$ cat src/phy_mgmt_pkg.sv
// Constants shared by the next-page and interrupt-mask register logic.
// Assumes one 100 MHz clock and an APB register bus of 32-bit data.
`default_nettype none
package phy_mgmt_pkg;
  // ******************************
  // Register indices and addresses
  // ******************************
  localparam logic [9:0]  IDX_NP   = 10'h007;   // Next-page transmit
  localparam logic [9:0]  IDX_MASK = 10'h010;   // Interrupt enable mask
  localparam logic [9:0]  IDX_STAT = 10'h011;   // Interrupt status
  localparam logic [9:0]  IDX_CFG  = 10'h01c;   // Configuration
  localparam logic [11:0] ADDR_NP   = {IDX_NP, 2'b00};
  localparam logic [11:0] ADDR_MASK = {IDX_MASK, 2'b00};
  localparam logic [11:0] ADDR_STAT = {IDX_STAT, 2'b00};
  localparam logic [11:0] ADDR_CFG  = {IDX_CFG, 2'b00};
  // ******************************
  // Field positions
  // ******************************
  localparam int NP_MORE   = 15;  // More pages follow
  localparam int NP_ACK    = 14;  // Link code word acknowledge
  localparam int NP_MSG    = 13;  // Message page selector
  localparam int NP_COMPLY = 12;  // Comply acknowledge
  localparam int NP_TOGGLE = 11;  // Toggle
  localparam int CFG_COMPAT = 0;  // Legacy compatibility mode
  localparam int EV_UNSTABLE = 15;
  localparam int EV_LINK     = 14;
  localparam int EV_DESCR    = 13;
  localparam int EV_PREMEND  = 12;
  localparam int EV_RSTDONE  = 7;
  localparam int EV_ANDONE   = 5;
  localparam int EV_PAGE     = 1;
  // ******************************
  // Masks and reset values
  // ******************************
  localparam logic [15:0] NP_WR_MASK  = 16'hb7ff;  // Writable page bits
  localparam logic [15:0] NP_RST      = 16'h2001;  // Message, null code
  localparam logic [15:0] EV_IMPL     = 16'hf0a2;  // Implemented events
  localparam logic [15:0] MASK_RST    = 16'h4080;  // Link and reset done
endpackage
`default_nettype wire
$ cat src/evt_status_bank.sv
// Sticky interrupt status bits, one per implemented event.
// Assumes event and clear inputs are synchronous one-cycle requests.
`timescale 1ns/1ps
`default_nettype none
module evt_status_bank (
  // Clock and reset
  input  wire logic        i_clk_sys,
  input  wire logic        i_nrst,
  // Requests
  input  wire logic [15:0] i_set,    // Event pulses
  input  wire logic [15:0] i_clr,    // Clear requests
  // State
  output var  logic [15:0] o_status  // Sticky status
);
  import phy_mgmt_pkg::*;
  wire logic [15:0] status_nxt;  // Next value of every flag
  // ******************************
  // Per-bit next values
  // ******************************
  genvar g;
  generate
    for (g = 0; g < 16; g++) begin : g_bit
      if (EV_IMPL[g]) begin : g_impl
        // Set wins over a clear in the same cycle
        assign status_nxt[g] = i_set[g]
                             | (o_status[g] & ~i_clr[g]);
      end else begin : g_rsvd
        // Unimplemented events read as zero
        assign status_nxt[g] = 1'b0;
      end
    end
  endgenerate
  // ******************************
  // Flag register
  // ******************************
  // One process owns the whole word, so no bit has two drivers
  always_ff @(posedge i_clk_sys or negedge i_nrst) begin
    if (!i_nrst) begin
      o_status <= 16'h0000;
    end else begin
      o_status <= status_nxt;
    end
  end
endmodule // evt_status_bank
`default_nettype wire

$ cat src/next_page_tx_and_irq_mask.sv
// Next-page transmit and interrupt mask registers behind an APB slave.
// Assumes synchronous inputs, one clock, event inputs as single pulses.
`timescale 1ns/1ps
`default_nettype none
module next_page_tx_and_irq_mask (
  // Clock and reset
  input  wire logic        i_clk_sys,
  input  wire logic        i_nrst,
  // APB slave
  input  wire logic        i_psel,
  input  wire logic        i_penable,
  input  wire logic        i_pwrite,
  input  wire logic [11:0] i_paddr,
  input  wire logic [31:0] i_pwdata,
  output logic             o_pready,
  output logic             o_pslverr,
  output logic [31:0]      o_prdata,
  // Negotiation engine
  input  wire logic        i_lcw_ok,
  input  wire logic        i_base_sent,
  input  wire logic        i_base_toggle,
  input  wire logic        i_np_sent,
  output logic [15:0]      o_np_word,
  // Event sources, one-cycle pulses
  input  wire logic        i_carrier_monitor_link_unstable,
  input  wire logic        i_link_change,
  input  wire logic        i_descr_lock_change,
  input  wire logic        i_premature_end,
  input  wire logic        i_reset_done,
  input  wire logic        i_an_done,
  input  wire logic        i_page_rcvd,
  // Interrupt request
  output logic             o_irq_n
);
  import phy_mgmt_pkg::*;

  // ******************************
  // Declarations
  // ******************************
  logic [15:0] np_r;        // Writable page bits
  logic [15:0] mask_r;      // Interrupt enables
  logic        compat_r;    // Legacy compatibility mode
  logic [15:0] status;      // Sticky event flags
  logic [15:0] ev_set;      // Event pulses by bit
  logic [15:0] ev_clr;      // Clears by bit
  logic        ack_s;       // Acknowledge from sync control
  logic        toggle_s;    // Toggle from sync control
  logic [15:0] np_view;     // Page word as read
  logic        setup;       // Setup phase seen
  logic        done;        // Access completing this edge
  logic        wr_en;       // Write takes effect
  logic        rd_en;       // Read completes
  logic        hit_np;      // Decode results
  logic        hit_mask;
  logic        hit_stat;
  logic        hit_cfg;
  logic [15:0] rd_val;      // Read mux
  logic        rd_err;      // Unmapped address

  // ******************************
  // APB phase tracking
  // ******************************
  assign setup = i_psel & ~i_penable;
  assign done  = i_psel & i_penable & o_pready;
  assign wr_en = done & i_pwrite;
  assign rd_en = done & ~i_pwrite;

  // ******************************
  // Address decode
  // ******************************
  always_comb begin
    hit_np   = 1'b0;
    hit_mask = 1'b0;
    hit_stat = 1'b0;
    hit_cfg  = 1'b0;
    if (i_paddr == ADDR_NP) begin
      hit_np = 1'b1;
    end else if (i_paddr == ADDR_MASK) begin
      hit_mask = 1'b1;
    end else if (i_paddr == ADDR_STAT) begin
      hit_stat = 1'b1;
    end else if (i_paddr == ADDR_CFG) begin
      hit_cfg = 1'b1;
    end
  end

  // ******************************
  // Read mux
  // ******************************
  // Acknowledge and toggle come from the engine, never from software
  assign np_view = {np_r[15], ack_s, np_r[13:12], toggle_s, np_r[10:0]};

  always_comb begin
    rd_val = 16'h0000;
    rd_err = 1'b0;
    if (hit_np) begin
      rd_val = np_view;
    end else if (hit_mask) begin
      rd_val = mask_r;
    end else if (hit_stat) begin
      rd_val = status;
    end else if (hit_cfg) begin
      rd_val[CFG_COMPAT] = compat_r;
    end else begin
      rd_err = 1'b1;  // Unmapped: error answer
    end
  end

  // ******************************
  // Answer: one wait-free access
  // ******************************
  // Ready rises in the first access cycle
  always_ff @(posedge i_clk_sys or negedge i_nrst) begin
    if (!i_nrst) begin
      o_pready <= 1'b0;
    end else begin
      o_pready <= setup;
    end
  end

  // Read data and error latched in the setup cycle
  always_ff @(posedge i_clk_sys or negedge i_nrst) begin
    if (!i_nrst) begin
      o_prdata  <= 32'h0000_0000;
      o_pslverr <= 1'b0;
    end else if (setup) begin
      o_prdata  <= i_pwrite ? 32'h0000_0000 : {16'h0000, rd_val};
      o_pslverr <= rd_err;
    end else if (done) begin
      o_prdata  <= 32'h0000_0000;
      o_pslverr <= 1'b0;
    end
  end

  // ******************************
  // Configuration register
  // ******************************
  // Compatibility bit itself is always writable
  always_ff @(posedge i_clk_sys or negedge i_nrst) begin
    if (!i_nrst) begin
      compat_r <= 1'b0;
    end else if (wr_en && hit_cfg) begin
      compat_r <= i_pwdata[CFG_COMPAT];
    end
  end

  // ******************************
  // Next-page transmit register
  // ******************************
  // Reset value: message page, null message code
  always_ff @(posedge i_clk_sys or negedge i_nrst) begin
    if (!i_nrst) begin
      np_r <= NP_RST;
    end else if (wr_en && hit_np && !compat_r) begin
      // Read-only bits stay zero here, so writes cannot reach them
      np_r <= i_pwdata[15:0] & NP_WR_MASK;
    end
  end

  // Acknowledge and toggle held by the engine side
  np_sync_ctl u_np_sync (
    .i_clk_sys     (i_clk_sys),
    .i_nrst        (i_nrst),
    .i_lcw_ok      (i_lcw_ok),
    .i_base_sent   (i_base_sent),
    .i_base_toggle (i_base_toggle),
    .i_np_sent     (i_np_sent),
    .o_ack         (ack_s),
    .o_toggle      (toggle_s)
  );

  // Word offered to the link partner, registered
  always_ff @(posedge i_clk_sys or negedge i_nrst) begin
    if (!i_nrst) begin
      o_np_word <= NP_RST;
    end else begin
      o_np_word <= np_view;
    end
  end

  // ******************************
  // Interrupt enable mask
  // ******************************
  // Reset enables link change and reset complete only
  always_ff @(posedge i_clk_sys or negedge i_nrst) begin
    if (!i_nrst) begin
      mask_r <= MASK_RST;
    end else if (wr_en && hit_mask && !compat_r) begin
      mask_r <= i_pwdata[15:0] & EV_IMPL;
    end
  end

  // ******************************
  // Event routing
  // ******************************
  always_comb begin
    ev_set = 16'h0000;
    ev_set[EV_UNSTABLE] = i_carrier_monitor_link_unstable;
    ev_set[EV_LINK]     = i_link_change;
    ev_set[EV_DESCR]    = i_descr_lock_change;
    ev_set[EV_PREMEND]  = i_premature_end;
    ev_set[EV_RSTDONE]  = i_reset_done;
    ev_set[EV_ANDONE]   = i_an_done;
    ev_set[EV_PAGE]     = i_page_rcvd;
  end

  // Read clears exactly the bits reported; write-one also clears.
  // Events after the setup capture survive the read.
  assign ev_clr = (rd_en && hit_stat) ? o_prdata[15:0] :
                  (wr_en && hit_stat) ? i_pwdata[15:0] : 16'h0000;

  // Status records events whatever the mask says
  evt_status_bank u_status (
    .i_clk_sys (i_clk_sys),
    .i_nrst    (i_nrst),
    .i_set     (ev_set),
    .i_clr     (ev_clr),
    .o_status  (status)
  );

  // ******************************
  // Interrupt request pin
  // ******************************
  // Active low while any enabled flag is pending
  always_ff @(posedge i_clk_sys or negedge i_nrst) begin
    if (!i_nrst) begin
      o_irq_n <= 1'b1;
    end else begin
      o_irq_n <= ~|(status & mask_r);
    end
  end
endmodule // next_page_tx_and_irq_mask
`default_nettype wire

$ cat src/np_sync_ctl.sv
// Acknowledge and toggle state for the next-page exchange.
// Assumes the negotiation engine gives sent pulses and a level for ack.
`timescale 1ns/1ps
`default_nettype none
module np_sync_ctl (
  // Clock and reset
  input  wire logic i_clk_sys,
  input  wire logic i_nrst,
  // Negotiation engine
  input  wire logic i_lcw_ok,       // Consistent word received
  input  wire logic i_base_sent,    // Base page sent pulse
  input  wire logic i_base_toggle,  // Toggle of that base page
  input  wire logic i_np_sent,      // Next page sent pulse
  // State
  output var  logic o_ack,          // Acknowledge flag
  output var  logic o_toggle        // Toggle flag
);
  // ******************************
  // Acknowledge tracks the receiver
  // ******************************
  always_ff @(posedge i_clk_sys or negedge i_nrst) begin
    if (!i_nrst) begin
      o_ack <= 1'b0;
    end else begin
      o_ack <= i_lcw_ok;
    end
  end
  // ******************************
  // Toggle flips on every next page not sent with a base page
  // ******************************
  // Base page seeds it so the first next page is inverted from it
  always_ff @(posedge i_clk_sys or negedge i_nrst) begin
    if (!i_nrst) begin
      o_toggle <= 1'b0;
    end else if (i_base_sent) begin
      o_toggle <= ~i_base_toggle;
    end else if (i_np_sent) begin
      o_toggle <= ~o_toggle;
    end
  end
endmodule // np_sync_ctl
`default_nettype wire

$ cat config.mk
export PLATFORM = sky130hd
export DESIGN_NAME = next_page_tx_and_irq_mask
export DESIGN_NICKNAME = d
export VERILOG_FILES = /design/src/phy_mgmt_pkg.sv /design/src/evt_status_bank.sv /design/src/next_page_tx_and_irq_mask.sv /design/src/np_sync_ctl.sv
export SDC_FILE = /design/constraint.sdc
export NUM_CORES = 1
export LEC_CHECK = 0
export ABC_CLOCK_PERIOD_IN_PS = 4590
export BUFFER_PORTS_ARGS = -buffer_cell sky130_fd_sc_hd__buf_4
export CORE_UTILIZATION = 52
export DETAILED_ROUTE_END_ITERATION = 8
export GPL_ROUTABILITY_DRIVEN = 0
export GPL_TIMING_DRIVEN = 0
export PLACE_DENSITY = 0.85
export SYNTH_ARGS = -nofsm -noshare
export SYNTH_HDL_FRONTEND = slang
export SYNTH_SLANG_ARGS = --single-unit
$ cat constraint.sdc
create_clock -name i_clk_sys -period 4.59 [get_ports i_clk_sys]
set_input_delay 0.459 -clock i_clk_sys [delete_from_list [all_inputs] [get_ports i_clk_sys]]
set_output_delay 0.459 -clock i_clk_sys [all_outputs]
set_load 0.01 [all_outputs]
### After elaboration in Yosys (flattened, before gate mapping)

Cells that the tools add are included.
Widths: inputs -> output; s select.

* register bits after elaboration: 82
* input bits: 60
* output and inout bits: 51
* logic and storage cells: 86

* reductions and logical operators: 12
* bitwise operators: 31
* multiplexer cells: 28
* equal/unequal tests: 4

Operator list (count)
* $mux 16: 5
* $mux 32: 2
* $eq 12x7->1 const B: 3
* $mux 1: 20
* $and 16x16->16: 1
* $reduce_or 16->1: 1
* $mux 15: 1
* $and 1x1->1: 12
* $eq 12x5->1 const B: 1
* $not 1->1: 11
* $logic_and 1x1->1: 7
* $or 1x1->1: 7
* $reduce_bool 2->1: 2
* $logic_not 1->1: 2

### Longest topological paths before layout

Gate-level depths: netlist of run 1.

* word-level depth: 11
* mapped depth: 6
* mapped depth without buffers: 4

### By module

Synthesis of run 1 repeated with hierarchy kept, for this count alone.

* cells, all modules: 245
* area total of the unflattened synthesis: 3171.8 sq um

By module, submodules not included
* next_page_tx_and_irq_mask: seq. area each 1435.1 sq um, instances 1, cells each 210, area each 2777.7 sq um
* evt_status_bank: seq. area each 175.2 sq um, instances 1, cells each 31, area each 325.3 sq um
* np_sync_ctl: seq. area each 50.0 sq um, instances 1, cells each 4, area each 68.8 sq um

### Worst setup path before layout of run 1

No wires, ideal clock.

* path kind: input -> register
* start point: input i_paddr[9]
* end point: register mask_r[12]
* path buffers: 1
* stages on the path: 5
* required time: 4.465 ns
* setup slack: 2.632 ns
* library setup time: 0.125 ns
* data arrival time: 1.833 ns
* path through: nor4_4 -> nand3_2 -> or4_4 -> buf_6 -> mux2_4

* longest elaborated chain between the ends: 5
* elaborated cells on any way between the ends: 6
* classes of those cells: 2 x eq/ne; 2 x mux; 2 x reduce/logical

RTL lines
* start, declared: line next_page_tx_and_irq_mask.sv:13 `input wire logic [11:0] i_paddr,`
* $eq 12x7->1: line next_page_tx_and_irq_mask.sv:78 `end else if (i_paddr == ADDR_MASK) begin`
* $mux 1: line next_page_tx_and_irq_mask.sv:78
* $mux 1 *: line next_page_tx_and_irq_mask.sv:76 `if (i_paddr == ADDR_NP) begin`
* $logic_and 1x1->1 * (2 in a row): line next_page_tx_and_irq_mask.sv:188 `end else if (wr_en && hit_mask && !compat_r) begin`
* end signal, assigned: line next_page_tx_and_irq_mask.sv:189 `mask_r <= i_pwdata[15:0] & EV_IMPL;`
* end, declared: line next_page_tx_and_irq_mask.sv:41 `logic [15:0] mask_r;`

Mark *: on every way between the ends. The rest lies on a longest branch, timed or not.
A chain may end at the register's enable or synchronous reset.

### Worst setup path after layout of run 1

* start point: input i_paddr[9]
* end point: register o_prdata[14]

* longest elaborated chain between the ends: 9
* elaborated cells on any way between the ends: 14
* classes of those cells: 3 x eq/ne; 11 x mux

RTL lines
* $eq 12x7->1: line next_page_tx_and_irq_mask.sv:80 `end else if (i_paddr == ADDR_STAT) begin`
* $mux 1: line next_page_tx_and_irq_mask.sv:80
* $mux 1: line next_page_tx_and_irq_mask.sv:78
* $mux 1: line next_page_tx_and_irq_mask.sv:76
* $mux 15: line next_page_tx_and_irq_mask.sv:100 `end else if (hit_stat) begin`
* $mux 16: line next_page_tx_and_irq_mask.sv:98 `end else if (hit_mask) begin`
* $mux 16 *: line next_page_tx_and_irq_mask.sv:96 `if (hit_np) begin`
* $mux 16 *: line next_page_tx_and_irq_mask.sv:127 `o_prdata <= i_pwrite ? 32'h0000_0000 : {16'h0000, rd_val};`
* $mux 32 *: line next_page_tx_and_irq_mask.sv:126 `end else if (setup) begin`
* end signal, assigned: line next_page_tx_and_irq_mask.sv:127
* end, declared: line next_page_tx_and_irq_mask.sv:17 `output logic [31:0] o_prdata,`

Marked as above.

==> results of run 1 <==
through the flow:
step,total power [W],instance area [µm²],setup WS (ps),hold WS [ps]
2_1_floorplan,0.0006388,2890,2632,163.4
3_3_place_gp,0.0006917,3548,2371,360.8
3_5_place_dp,0.0006939,3548,2262,365.8
4_1_cts,0.001110,3720,2615,222.9
5_1_grt,0.001142,3720,2500,223.7
6_report,0.001106,3720,2577,198.1
logic make-up after synthesis:
family                    count (synthesis)  share of synthesized area, %
buffers and inverters                    25                         6.667
muxes                                    36                         16.25
and+or+nand+nor                          44                         9.669
other                                     1                        0.1323
AOI/OAI and AO/OA                        30                         8.389
DFF                                      66                         58.59
xor gates and xnor gates                  1                        0.3091
routing by layer:
layer,track usage (%),part of all wire (%),wire length (µm),vias up
li1,-,-,-,912
met1,28.45,42,2440,990
met2,36.09,51,2999,80
met3,5.556,5.4,317,14
met4,9.465,1.9,114,0
met5,0,0,0,-
worst min-delay path by stage:
stage / from / end
2_1_floorplan: i_nrst / compat_r
3_3_place_gp: u_np_sync.o_ack / o_np_word[14]
3_5_place_dp: np_r[0] / o_np_word[0]
4_1_cts: i_nrst / np_r[6]
5_1_grt: i_lcw_ok / u_np_sync.o_ack
6_report: i_nrst / np_r[6]
synth_stat cells (3+ instances only):
cell type | number | area share (%)
a21oi_1 | 8 | 1.4
a221o_1 | 8 | 2.8
a22o_1 | 8 | 2.5
and2_1 | 7 | 1.5
buf_4 | 16 | 4.2
buf_6 | 3 | 1.2
dfrtp_1 | 59 | 52
dfstp_2 | 7 | 6.5
mux2_2 | 12 | 4.8
mux2_4 | 17 | 9.0
mux2i_1 | 7 | 2.5
nand4_1 | 3 | 0.66
nor2_1 | 19 | 2.5
layout make-up:
type                            instances  area, µm²
Fill cell                             357       1453
Tap cell                               70      87.58
Clock buffer                           11      141.4
Inverter                                2      7.507
Clock inverter                          5      30.03
Timing Repair Buffer                   76      570.5
Sequential cell                        66       1660
Buffer                                 23      181.4
Multi-Input combinational cell        127       1041
layout by cell type, fill, tap and decap left out, drive strengths merged, types with 2 or more instances in the layout:
master,netlist,layout
nor2,19,19
inv,2,2
nor3,2,2
nand3,2,2
dfrtp,59,59
a22o,8,8
a221o,8,8
clkinvlp,0,2
a21oi,8,8
mux2,29,29
and2,7,7
clkbuf,2,13
buf,21,97
a22oi,2,2
conb,1,16
mux2i,7,7
nand4,3,3
clkinv,0,3
dfstp,7,7
nor4,2,2
registers in the layout, indices dropped and copies added (netlist names):
signal	cells
o_np_word	16
o_pready	1
o_prdata	16
u_np_sync.o_toggle	1
o_pslverr	1
mask_r	7
o_irq_n	1
u_status.o_status	7
compat_r	1
np_r	14
u_np_sync.o_ack	1
power by group through the flow:
stage          clock (W)  sequential, W  combinational (W)
3_5_place_dp           0       0.000600          0.0000938
2_1_floorplan          0       0.000601          0.0000375
4_1_cts         0.000427       0.000589          0.0000941
6_report        0.000423       0.000589          0.0000936
3_3_place_gp           0       0.000600          0.0000920
5_1_grt         0.000449       0.000590           0.000103
==> flow_summary.json, run 1 <==
{
  "grt_max_degree": 67,
  "grt_pass1_wl_um": 9087,
  "dr.first_iter.drc_count": 109,
  "required_ps": 4860,
  "drive_above_1_share_pct": 49.35,
  "setup_viol": 0,
  "vias_per_cell": 5.253,
  "rsz0062_at_grt": "false",
  "synthFlopType": "dfrtp_1",
  "crit_cells": 6,
  "synth_edf_count": 0,
  "post-route-util_pct": 71.92,
  "yosysWarnings": 0,
  "clock_power_share_pct": 38.2,
  "synth.avg_cell_area_um2": 13.96,
  "reg2reg_depth": 3,
  "numCtsBuffers": 9,
  "io_buffers": 76,
  "switching_share_pct": 23.82,
  "first_pass_iters": 4,
  "core_area_um2": 5172,
  "path_class": "input pin to flip-flop",
  "setup-tns-final_ps": 0,
  "rows": 26,
  "timing.final.crit_share_pct": 43.85,
  "die_y_um": 75.83,
  "critPathTopFamily": "simple AND/OR/NAND/NOR gates",
  "grt_use_total_pct": 22.23,
  "p_int_w": 0.0008421,
  "slew_viol_final": 0,
  "setup.worst_path.end": "o_prdata[14]",
  "wl_per_cell_um": 15.45,
  "hold_violations": 0,
  "rr_endpoint": "o_prdata[0]",
  "final_nets": 365,
  "ys_types": 37,
  "drc": 0,
  "combPwrFrac_pct": 8.5,
  "cts_tree": "built",
  "cts-root-buf": "clkbuf_8",
  "critPathBufInv": 2,
  "path_max_fanout": 10,
  "diodes": 0,
  "path_cells": "buf_4 > nor4_4 > nand3_1 > nor2_1 > buf_2 > a221o_1",
  "p_switching_w": 0.0002634,
  "clkSinkCount": 66,
  "antenna_found_initial": 0,
  "end_kind": "flip-flop",
  "synthArstFlopShare_pct": 100.0,
  "pwr_density_cell_nw_per_um2": 297.2,
  "ctsHoldBuffers": 0,
  "synth_seq_area_share_pct": 58.59,
  "min_period_ps": 2013,
  "outcome": "complete, no violations",
  "wirelength_um": 5872,
  "finalNonFillerCells": 380,
  "ant_nets": 0,
  "h-tree-depth": 3,
  "clkLatencyLatePin_ps": 340,
  "synthCells": 203,
  "ys_seq_elements": 66,
  "ff2ff_setup_slack_ps": 2900,
  "cts_post_setup_buffers_inserted": 0,
  "critical_path.startpoint_type": "input pin",
  "cpPeakStageDelay_ps": 600,
  "start_util_pct": 54.79,
  "dpl.hpwl_um": 4160,
  "reg2reg_from": "o_pready",
  "via_count": 1996,
  "max_freq_mhz": 496.8,
  "synth_area_um2": 2834,
  "clock_skew_ps": 8.775,
  "worstSetupStartpoint": "i_paddr[9]",
  "grt-ovfl-total": 0,
  "cp_data_arrival_time_ps": 2280,
  "slew_headroom_pct": 48.36,
  "cap_viol_max_count": 0,
  "ir_worst_vdd_uv": 169.3,
  "dp.cells": 364,
  "dieArea_um2": 5749,
  "grt_pass1_vias": 1912,
  "worst_slew_pin_slew_ps": 774.6,
  "clk_path_buf_depth": 2,
  "cpMaxStageDelayCell": "nor2_1",
  "io_pins": 111,
  "clkTransAtPathRegs_ps": 70,
  "die_w_um": 75.83,
  "ctsResizeCount": 0,
  "leakage_nw": 1.901,
  "hold_path_class": "input pin to asynchronous set/reset pin",
  "area_growth_pct": 31.26,
  "p_seq_share_pct": 53.3
}
(Power assumes the default switching activity.)
==> run 2, diff against run 1 <==
--- a/config.mk
+++ b/config.mk
@@ -5,13 +5,13 @@
 export SDC_FILE = /design/constraint.sdc
 export NUM_CORES = 1
 export LEC_CHECK = 0
-export ABC_CLOCK_PERIOD_IN_PS = 4590
+export ABC_CLOCK_PERIOD_IN_PS = 1900
 export BUFFER_PORTS_ARGS = -buffer_cell sky130_fd_sc_hd__buf_4
-export CORE_UTILIZATION = 52
+export CORE_UTILIZATION = 48
 export DETAILED_ROUTE_END_ITERATION = 8
 export GPL_ROUTABILITY_DRIVEN = 0
 export GPL_TIMING_DRIVEN = 0
-export PLACE_DENSITY = 0.85
+export PLACE_DENSITY = 0.79
 export SYNTH_ARGS = -nofsm -noshare
 export SYNTH_HDL_FRONTEND = slang
 export SYNTH_SLANG_ARGS = --single-unit
==> constraint.sdc (replaced) <==
create_clock -name i_clk_sys -period 1.9 [get_ports i_clk_sys]
set_input_delay 0.19 -clock i_clk_sys [delete_from_list [all_inputs] [get_ports i_clk_sys]]
set_output_delay 0.19 -clock i_clk_sys [all_outputs]
set_load 0.01 [all_outputs]
==> run 2 against run 1 <==
Flip-flop and latch count stayed put. Total power grew to 2.5 times the previous value. Final cell count is 0.79% higher. Register-to-register slack worse by 2700 ps. Sequential share of layout area is 0.43 points lower. Global-route usage is 1.3 points lower. Combinational power is 150% higher. Hold slack worse by 180 ps. Cell area is 0.98% higher. Wire length is 0.39% higher. Critical path depth stayed put. Critical path type unchanged. Largest cell class unchanged.
==> flow_summary.json, run 2 (same netlist as run 1, synthesis figures left out) <==
{
  "outcome": "complete, no violations",
  "cts_tree": "built",
  "area_growth_pct": 32.54,
  "timing.final.crit_share_pct": 89.34,
  "first_pass_iters": 4,
  "cts-root-buf": "clkbuf_8",
  "path_cells": "buf_4 > nor4_4 > nand3_1 > nor2_1 > buf_2 > a221o_1",
  "grt-ovfl-total": 0,
  "io_buffers": 76,
  "post_dp_cell_area_um2": 3551,
  "dr.first_iter.drc_count": 90,
  "final_cell_mix": "buf_4 (92), dfrtp_1 (59), nor2_1 (19)",
  "die_y_um": 78.84,
  "clkLatencyLatePin_ps": 340,
  "vias_per_cell": 5.089,
  "clock_skew_ps": 5.723,
  "hold_slack_ps": 20.77,
  "critPathBufInv": 2,
  "diodes": 0,
  "cts_post_setup_buffers_inserted": 0,
  "clk_path_buf_depth": 2,
  "start_util_pct": 50.54,
  "antenna_found_initial": 0,
  "grt_max_degree": 67,
  "largest_registers": "o_np_word: 16 flops, o_prdata: 16 flops, np_r: 14 flops",
  "ant_nets": 0,
  "core_area_um2": 5608,
  "max_freq_mhz": 589.1,
  "slew_headroom_pct": 47.17,
  "wl_per_cell_um": 15.39,
  "grt_pass1_wl_um": 9563,
  "dpl.hpwl_um": 4030,
  "critPathTopFamily": "simple AND/OR/NAND/NOR gates",
  "rows": 27,
  "fin_area_um2": 3756,
  "pwr_density_cell_nw_per_um2": 740.8,
  "h-tree-depth": 3,
  "power_w": 0.002783,
  "hold_path_class": "input pin to flip-flop",
  "ir_worst_vdd_uv": 403.1,
  "leakage_nw": 1.920,
  "via_count": 1949,
  "dieArea_um2": 6216,
  "io_pins": 111,
  "routed.top_layer": "met4",
  "die_w_um": 78.84,
  "critical_path.startpoint_type": "input pin",
  "final_nets": 367,
  "required_ps": 2170,
  "numCtsBuffers": 9,
  "grt_pass1_vias": 1912,
  "wl_met3_um": 281,
  "wirelength_um": 5895,
  "final_common_cell": "buf_4",
  "path_class": "input pin to flip-flop",
  "setup_viol": 0,
  "wl_met2_um": 2924,
  "grt_use_total_pct": 20.93,
  "clkSinkCount": 66,
  "ctsHoldBuffers": 2,
  "drc": 0,
  "min_period_ps": 1697,
  "drive_above_1_share_pct": 48.55,
  "ctsResizeCount": 0,
  "cp_data_arrival_time_ps": 1970,
  "cpPeakStageDelay_ps": 530,
  "cpMaxStageDelayCell": "nor2_1",
  "rsz0062_at_grt": "false",
  "cap_viol_max_count": 0,
  "worst_slew_pin_slew_ps": 792.4,
  "hold_violations": 0,
  "slew_viol_final": 0,
  "path_max_fanout": 10,
  "clkTransAtPathRegs_ps": 70,
  "end_kind": "flip-flop",
  "drt-met1-wl_um": 2533
}
run 2: cell types whose count changed in the layout (fill, tap and decap cells not counted), sizes merged:
| cell | before | now |
|---|---|---|
| clkinvlp | 2 | 0 |
| dlygate4sd3 | 0 | 2 |
| bufinv | 0 | 1 |
| clkbuf | 13 | 14 |
| clkinv | 3 | 2 |
run 2: where the power goes:
group | switching [W] | internal (W)
sequential | 0.00000658 | 0.00142
combinational | 0.000111 | 0.000118
clock | 0.000498 | 0.000631
run 2: path summary, 6_finish.rpt:
kind,startpoint,endpoint,slack [ps],cells after the start
max in group asynchronous,i_nrst,o_prdata[12],890,2
worst max-delay path,i_paddr[9],o_prdata[14],200,6
worst min-delay path,i_base_toggle,u_np_sync.o_toggle,20,2
worst max register to register,o_pready,o_prdata[0],220,3
min in group asynchronous,i_nrst,u_np_sync.o_toggle,490,2
worst min register to register,np_r[0],o_np_word[0],370,0
run 2: per-stage QoR:
stage	setup TNS, ps	utilization (%)	cells	setup WS (ps)
2_1_floorplan	0	-	218	210.6
3_3_place_gp	-479.6	63.32	366	-61.99
3_5_place_dp	-1231	63.32	366	-103.9
4_1_cts	0	66.98	383	201.0
5_1_grt	0	66.98	383	68.53
6_report	0	66.98	383	202.5
run 2: cell type report:
type / instances / area (µm²)
plain buffers: 23 / 181.4
clock buffers: 12 / 145.1
clock inverters: 3 / 40.04
fillers: 436 / 1852
inverters: 2 / 7.507
multi-input cells: 127 / 1041
flip-flops and latches: 66 / 1660
well taps: 72 / 90.09
repair buffers: 78 / 590.6
run 2: layer usage:
metal  GRT usage [%]  vias up
li1                -      904
met1           28.33      970
met2           31.57       60
met3           4.828       15
met4           10.91        0
met5               0        -
==> run 3, diff against run 2 <==
--- a/config.mk
+++ b/config.mk
@@ -5,13 +5,13 @@
 export SDC_FILE = /design/constraint.sdc
 export NUM_CORES = 1
 export LEC_CHECK = 0
-export ABC_CLOCK_PERIOD_IN_PS = 1900
+export ABC_CLOCK_PERIOD_IN_PS = 2000
 export BUFFER_PORTS_ARGS = -buffer_cell sky130_fd_sc_hd__buf_4
-export CORE_UTILIZATION = 48
+export CORE_UTILIZATION = 52
 export DETAILED_ROUTE_END_ITERATION = 8
 export GPL_ROUTABILITY_DRIVEN = 0
 export GPL_TIMING_DRIVEN = 0
-export PLACE_DENSITY = 0.79
+export PLACE_DENSITY = 0.85
 export SYNTH_ARGS = -nofsm -noshare
 export SYNTH_HDL_FRONTEND = slang
 export SYNTH_SLANG_ARGS = --single-unit
==> constraint.sdc (replaced) <==
create_clock -name i_clk_sys -period 2 [get_ports i_clk_sys]
set_input_delay 0.2 -clock i_clk_sys [delete_from_list [all_inputs] [get_ports i_clk_sys]]
set_output_delay 0.2 -clock i_clk_sys [all_outputs]
set_load 0.01 [all_outputs]
==> run 3 against run 2 <==
Flip-flop and latch count unchanged. Non-clock buffer count did not move. Total power fell by 8.7%. Clock skew rose by 4.7 ps. Via count is 2.4% higher. Clock-buffer cell count shrank 1. Die area down 7.5%. Wire length rose by 0.58%. Register-to-register slack better by 90 ps. Critical endpoint unchanged. Largest cell class unchanged.
==> flow_summary.json, run 3 (same netlist as run 1, synthesis figures left out) <==
{
  "via_count": 1995,
  "cpMaxStageDelayCell": "nor2_1",
  "hold_slack_ps": 42.17,
  "power_w": 0.002540,
  "io_pins": 111,
  "setup_viol": 0,
  "grt_max_degree": 67,
  "vias_per_cell": 5.223,
  "drc": 0,
  "largest_registers": "o_np_word: 16 flops, o_prdata: 16 flops, np_r: 14 flops",
  "core_area_um2": 5172,
  "dr.first_iter.drc_count": 91,
  "cts-root-buf": "clkbuf_8",
  "path_max_fanout": 10,
  "grt_use_total_pct": 22.29,
  "cap_viol_max_count": 0,
  "grt_pass1_vias": 1916,
  "first_pass_iters": 4,
  "p_seq_share_pct": 53.2,
  "routed.top_layer": "met4",
  "dieArea_um2": 5749,
  "cts_tree": "built",
  "clk_path_buf_depth": 2,
  "ant_nets": 0,
  "diodes": 0,
  "final_cell_mix": "buf_4 (92), dfrtp_1 (59), nor2_1 (19)",
  "end_kind": "flip-flop",
  "path_cells": "buf_4 > nor4_4 > nand3_1 > nor2_1 > buf_2 > a221o_1",
  "cts_post_setup_buffers_inserted": 0,
  "p_switching_w": 0.0006041,
  "die_y_um": 75.83,
  "critical_path.startpoint_type": "input pin",
  "clock_power_share_pct": 38.1,
  "numCtsBuffers": 9,
  "rows": 26,
  "pwr_density_cell_nw_per_um2": 679.1,
  "clock_skew_ps": 10.43,
  "clkSinkCount": 66,
  "critPathTopFamily": "simple AND/OR/NAND/NOR gates",
  "ctsResizeCount": 0,
  "final_common_cell": "buf_4",
  "dpl.hpwl_um": 4160,
  "clkLatencyLatePin_ps": 330,
  "grt-ovfl-total": 0,
  "path_class": "input pin to flip-flop",
  "die_w_um": 75.83,
  "ir_worst_vdd_uv": 389.3,
  "setup-tns-final_ps": 0,
  "timing.final.crit_share_pct": 86.29,
  "clkTransAtPathRegs_ps": 70,
  "outcome": "complete, no violations",
  "antenna_found_initial": 0,
  "min_period_ps": 1726,
  "hold_path_class": "input pin to flip-flop",
  "start_util_pct": 54.79,
  "area_growth_pct": 31.96,
  "drt-met1-wl_um": 2429,
  "wl_met3_um": 353,
  "wl_met2_um": 3085,
  "slew_headroom_pct": 47.93,
  "cp_data_arrival_time_ps": 1990,
  "switching_share_pct": 23.79,
  "max_freq_mhz": 579.4,
  "hold_violations": 0,
  "io_buffers": 76,
  "worst_slew_pin_slew_ps": 781.1,
  "grt_pass1_wl_um": 9101,
  "p_int_w": 0.001935,
  "slew_viol_final": 0,
  "critPathBufInv": 2,
  "leakage_nw": 1.909,
  "final_nets": 367,
  "cpPeakStageDelay_ps": 560,
  "h-tree-depth": 3,
  "combPwrFrac_pct": 8.6,
  "wl_per_cell_um": 15.52,
  "required_ps": 2260,
  "wirelength_um": 5929,
  "post-route-util_pct": 72.30,
  "rsz0062_at_grt": "false",
  "drive_above_1_share_pct": 49.04
}
run 3: layout make-up:
type | count | area (µm²)
Multi-Input combinational cell | 127 | 1041
Fill cell | 357 | 1433
Timing Repair Buffer | 78 | 590.6
Tap cell | 70 | 87.58
Sequential cell | 66 | 1660
Inverter | 2 | 7.507
Buffer | 23 | 181.4
Clock buffer | 11 | 141.4
Clock inverter | 5 | 30.03
run 3: worst register-to-register path, cell delays in order (launching register included):
cell	delay, ps
dfrtp_1	410
o21ai_1	490
clkbuf_1	490
a221o_1	240
run 3: power by group through the flow:
stage / clock network (W) / registers, W / logic, W
finish: 0.000969 / 0.00135 / 0.000219
CTS: 0.000980 / 0.00135 / 0.000219
detailed placement: 0 / 0.00138 / 0.000215
global placement: 0 / 0.00138 / 0.000211
global route: 0.00103 / 0.00135 / 0.000240
floorplan: 0 / 0.00138 / 0.0000861
run 3: final timing paths:
kind	startpoint	end	slack, ps	cells past startpoint
min in group asynchronous	i_nrst	o_prdata[3]	520	2
max in group asynchronous	i_nrst	o_prdata[14]	980	2
min reg2reg	np_r[0]	o_np_word[0]	380	0
min	i_base_toggle	u_np_sync.o_toggle	40	2
max reg2reg	o_pready	o_prdata[0]	310	3
max	i_paddr[9]	o_prdata[14]	270	6
run 3: what timing repair did:
action                                 in CTS  in global routing
setup endpoints to repair                   0                  0
hold buffers                                2                  0
endpoints found under the hold margin      60                  0
run 3: layer usage:
metal	track usage, %	vias up
met5	0	-
met4	9.465	0
met3	5.556	6
met2	36.38	82
met1	28.36	997
li1	-	910
run 3: through the flow:
| stage | area, µm² | std cells | setup slack [ps] |
|---|---|---|---|
| floorplan | 2890 | 218 | 300.6 |
| global placement | 3548 | 364 | 40.49 |
| detailed placement | 3548 | 364 | -69.42 |
| CTS | 3740 | 382 | 284.3 |
| global route | 3740 | 382 | 169.1 |
| finish | 3740 | 382 | 274.1 |
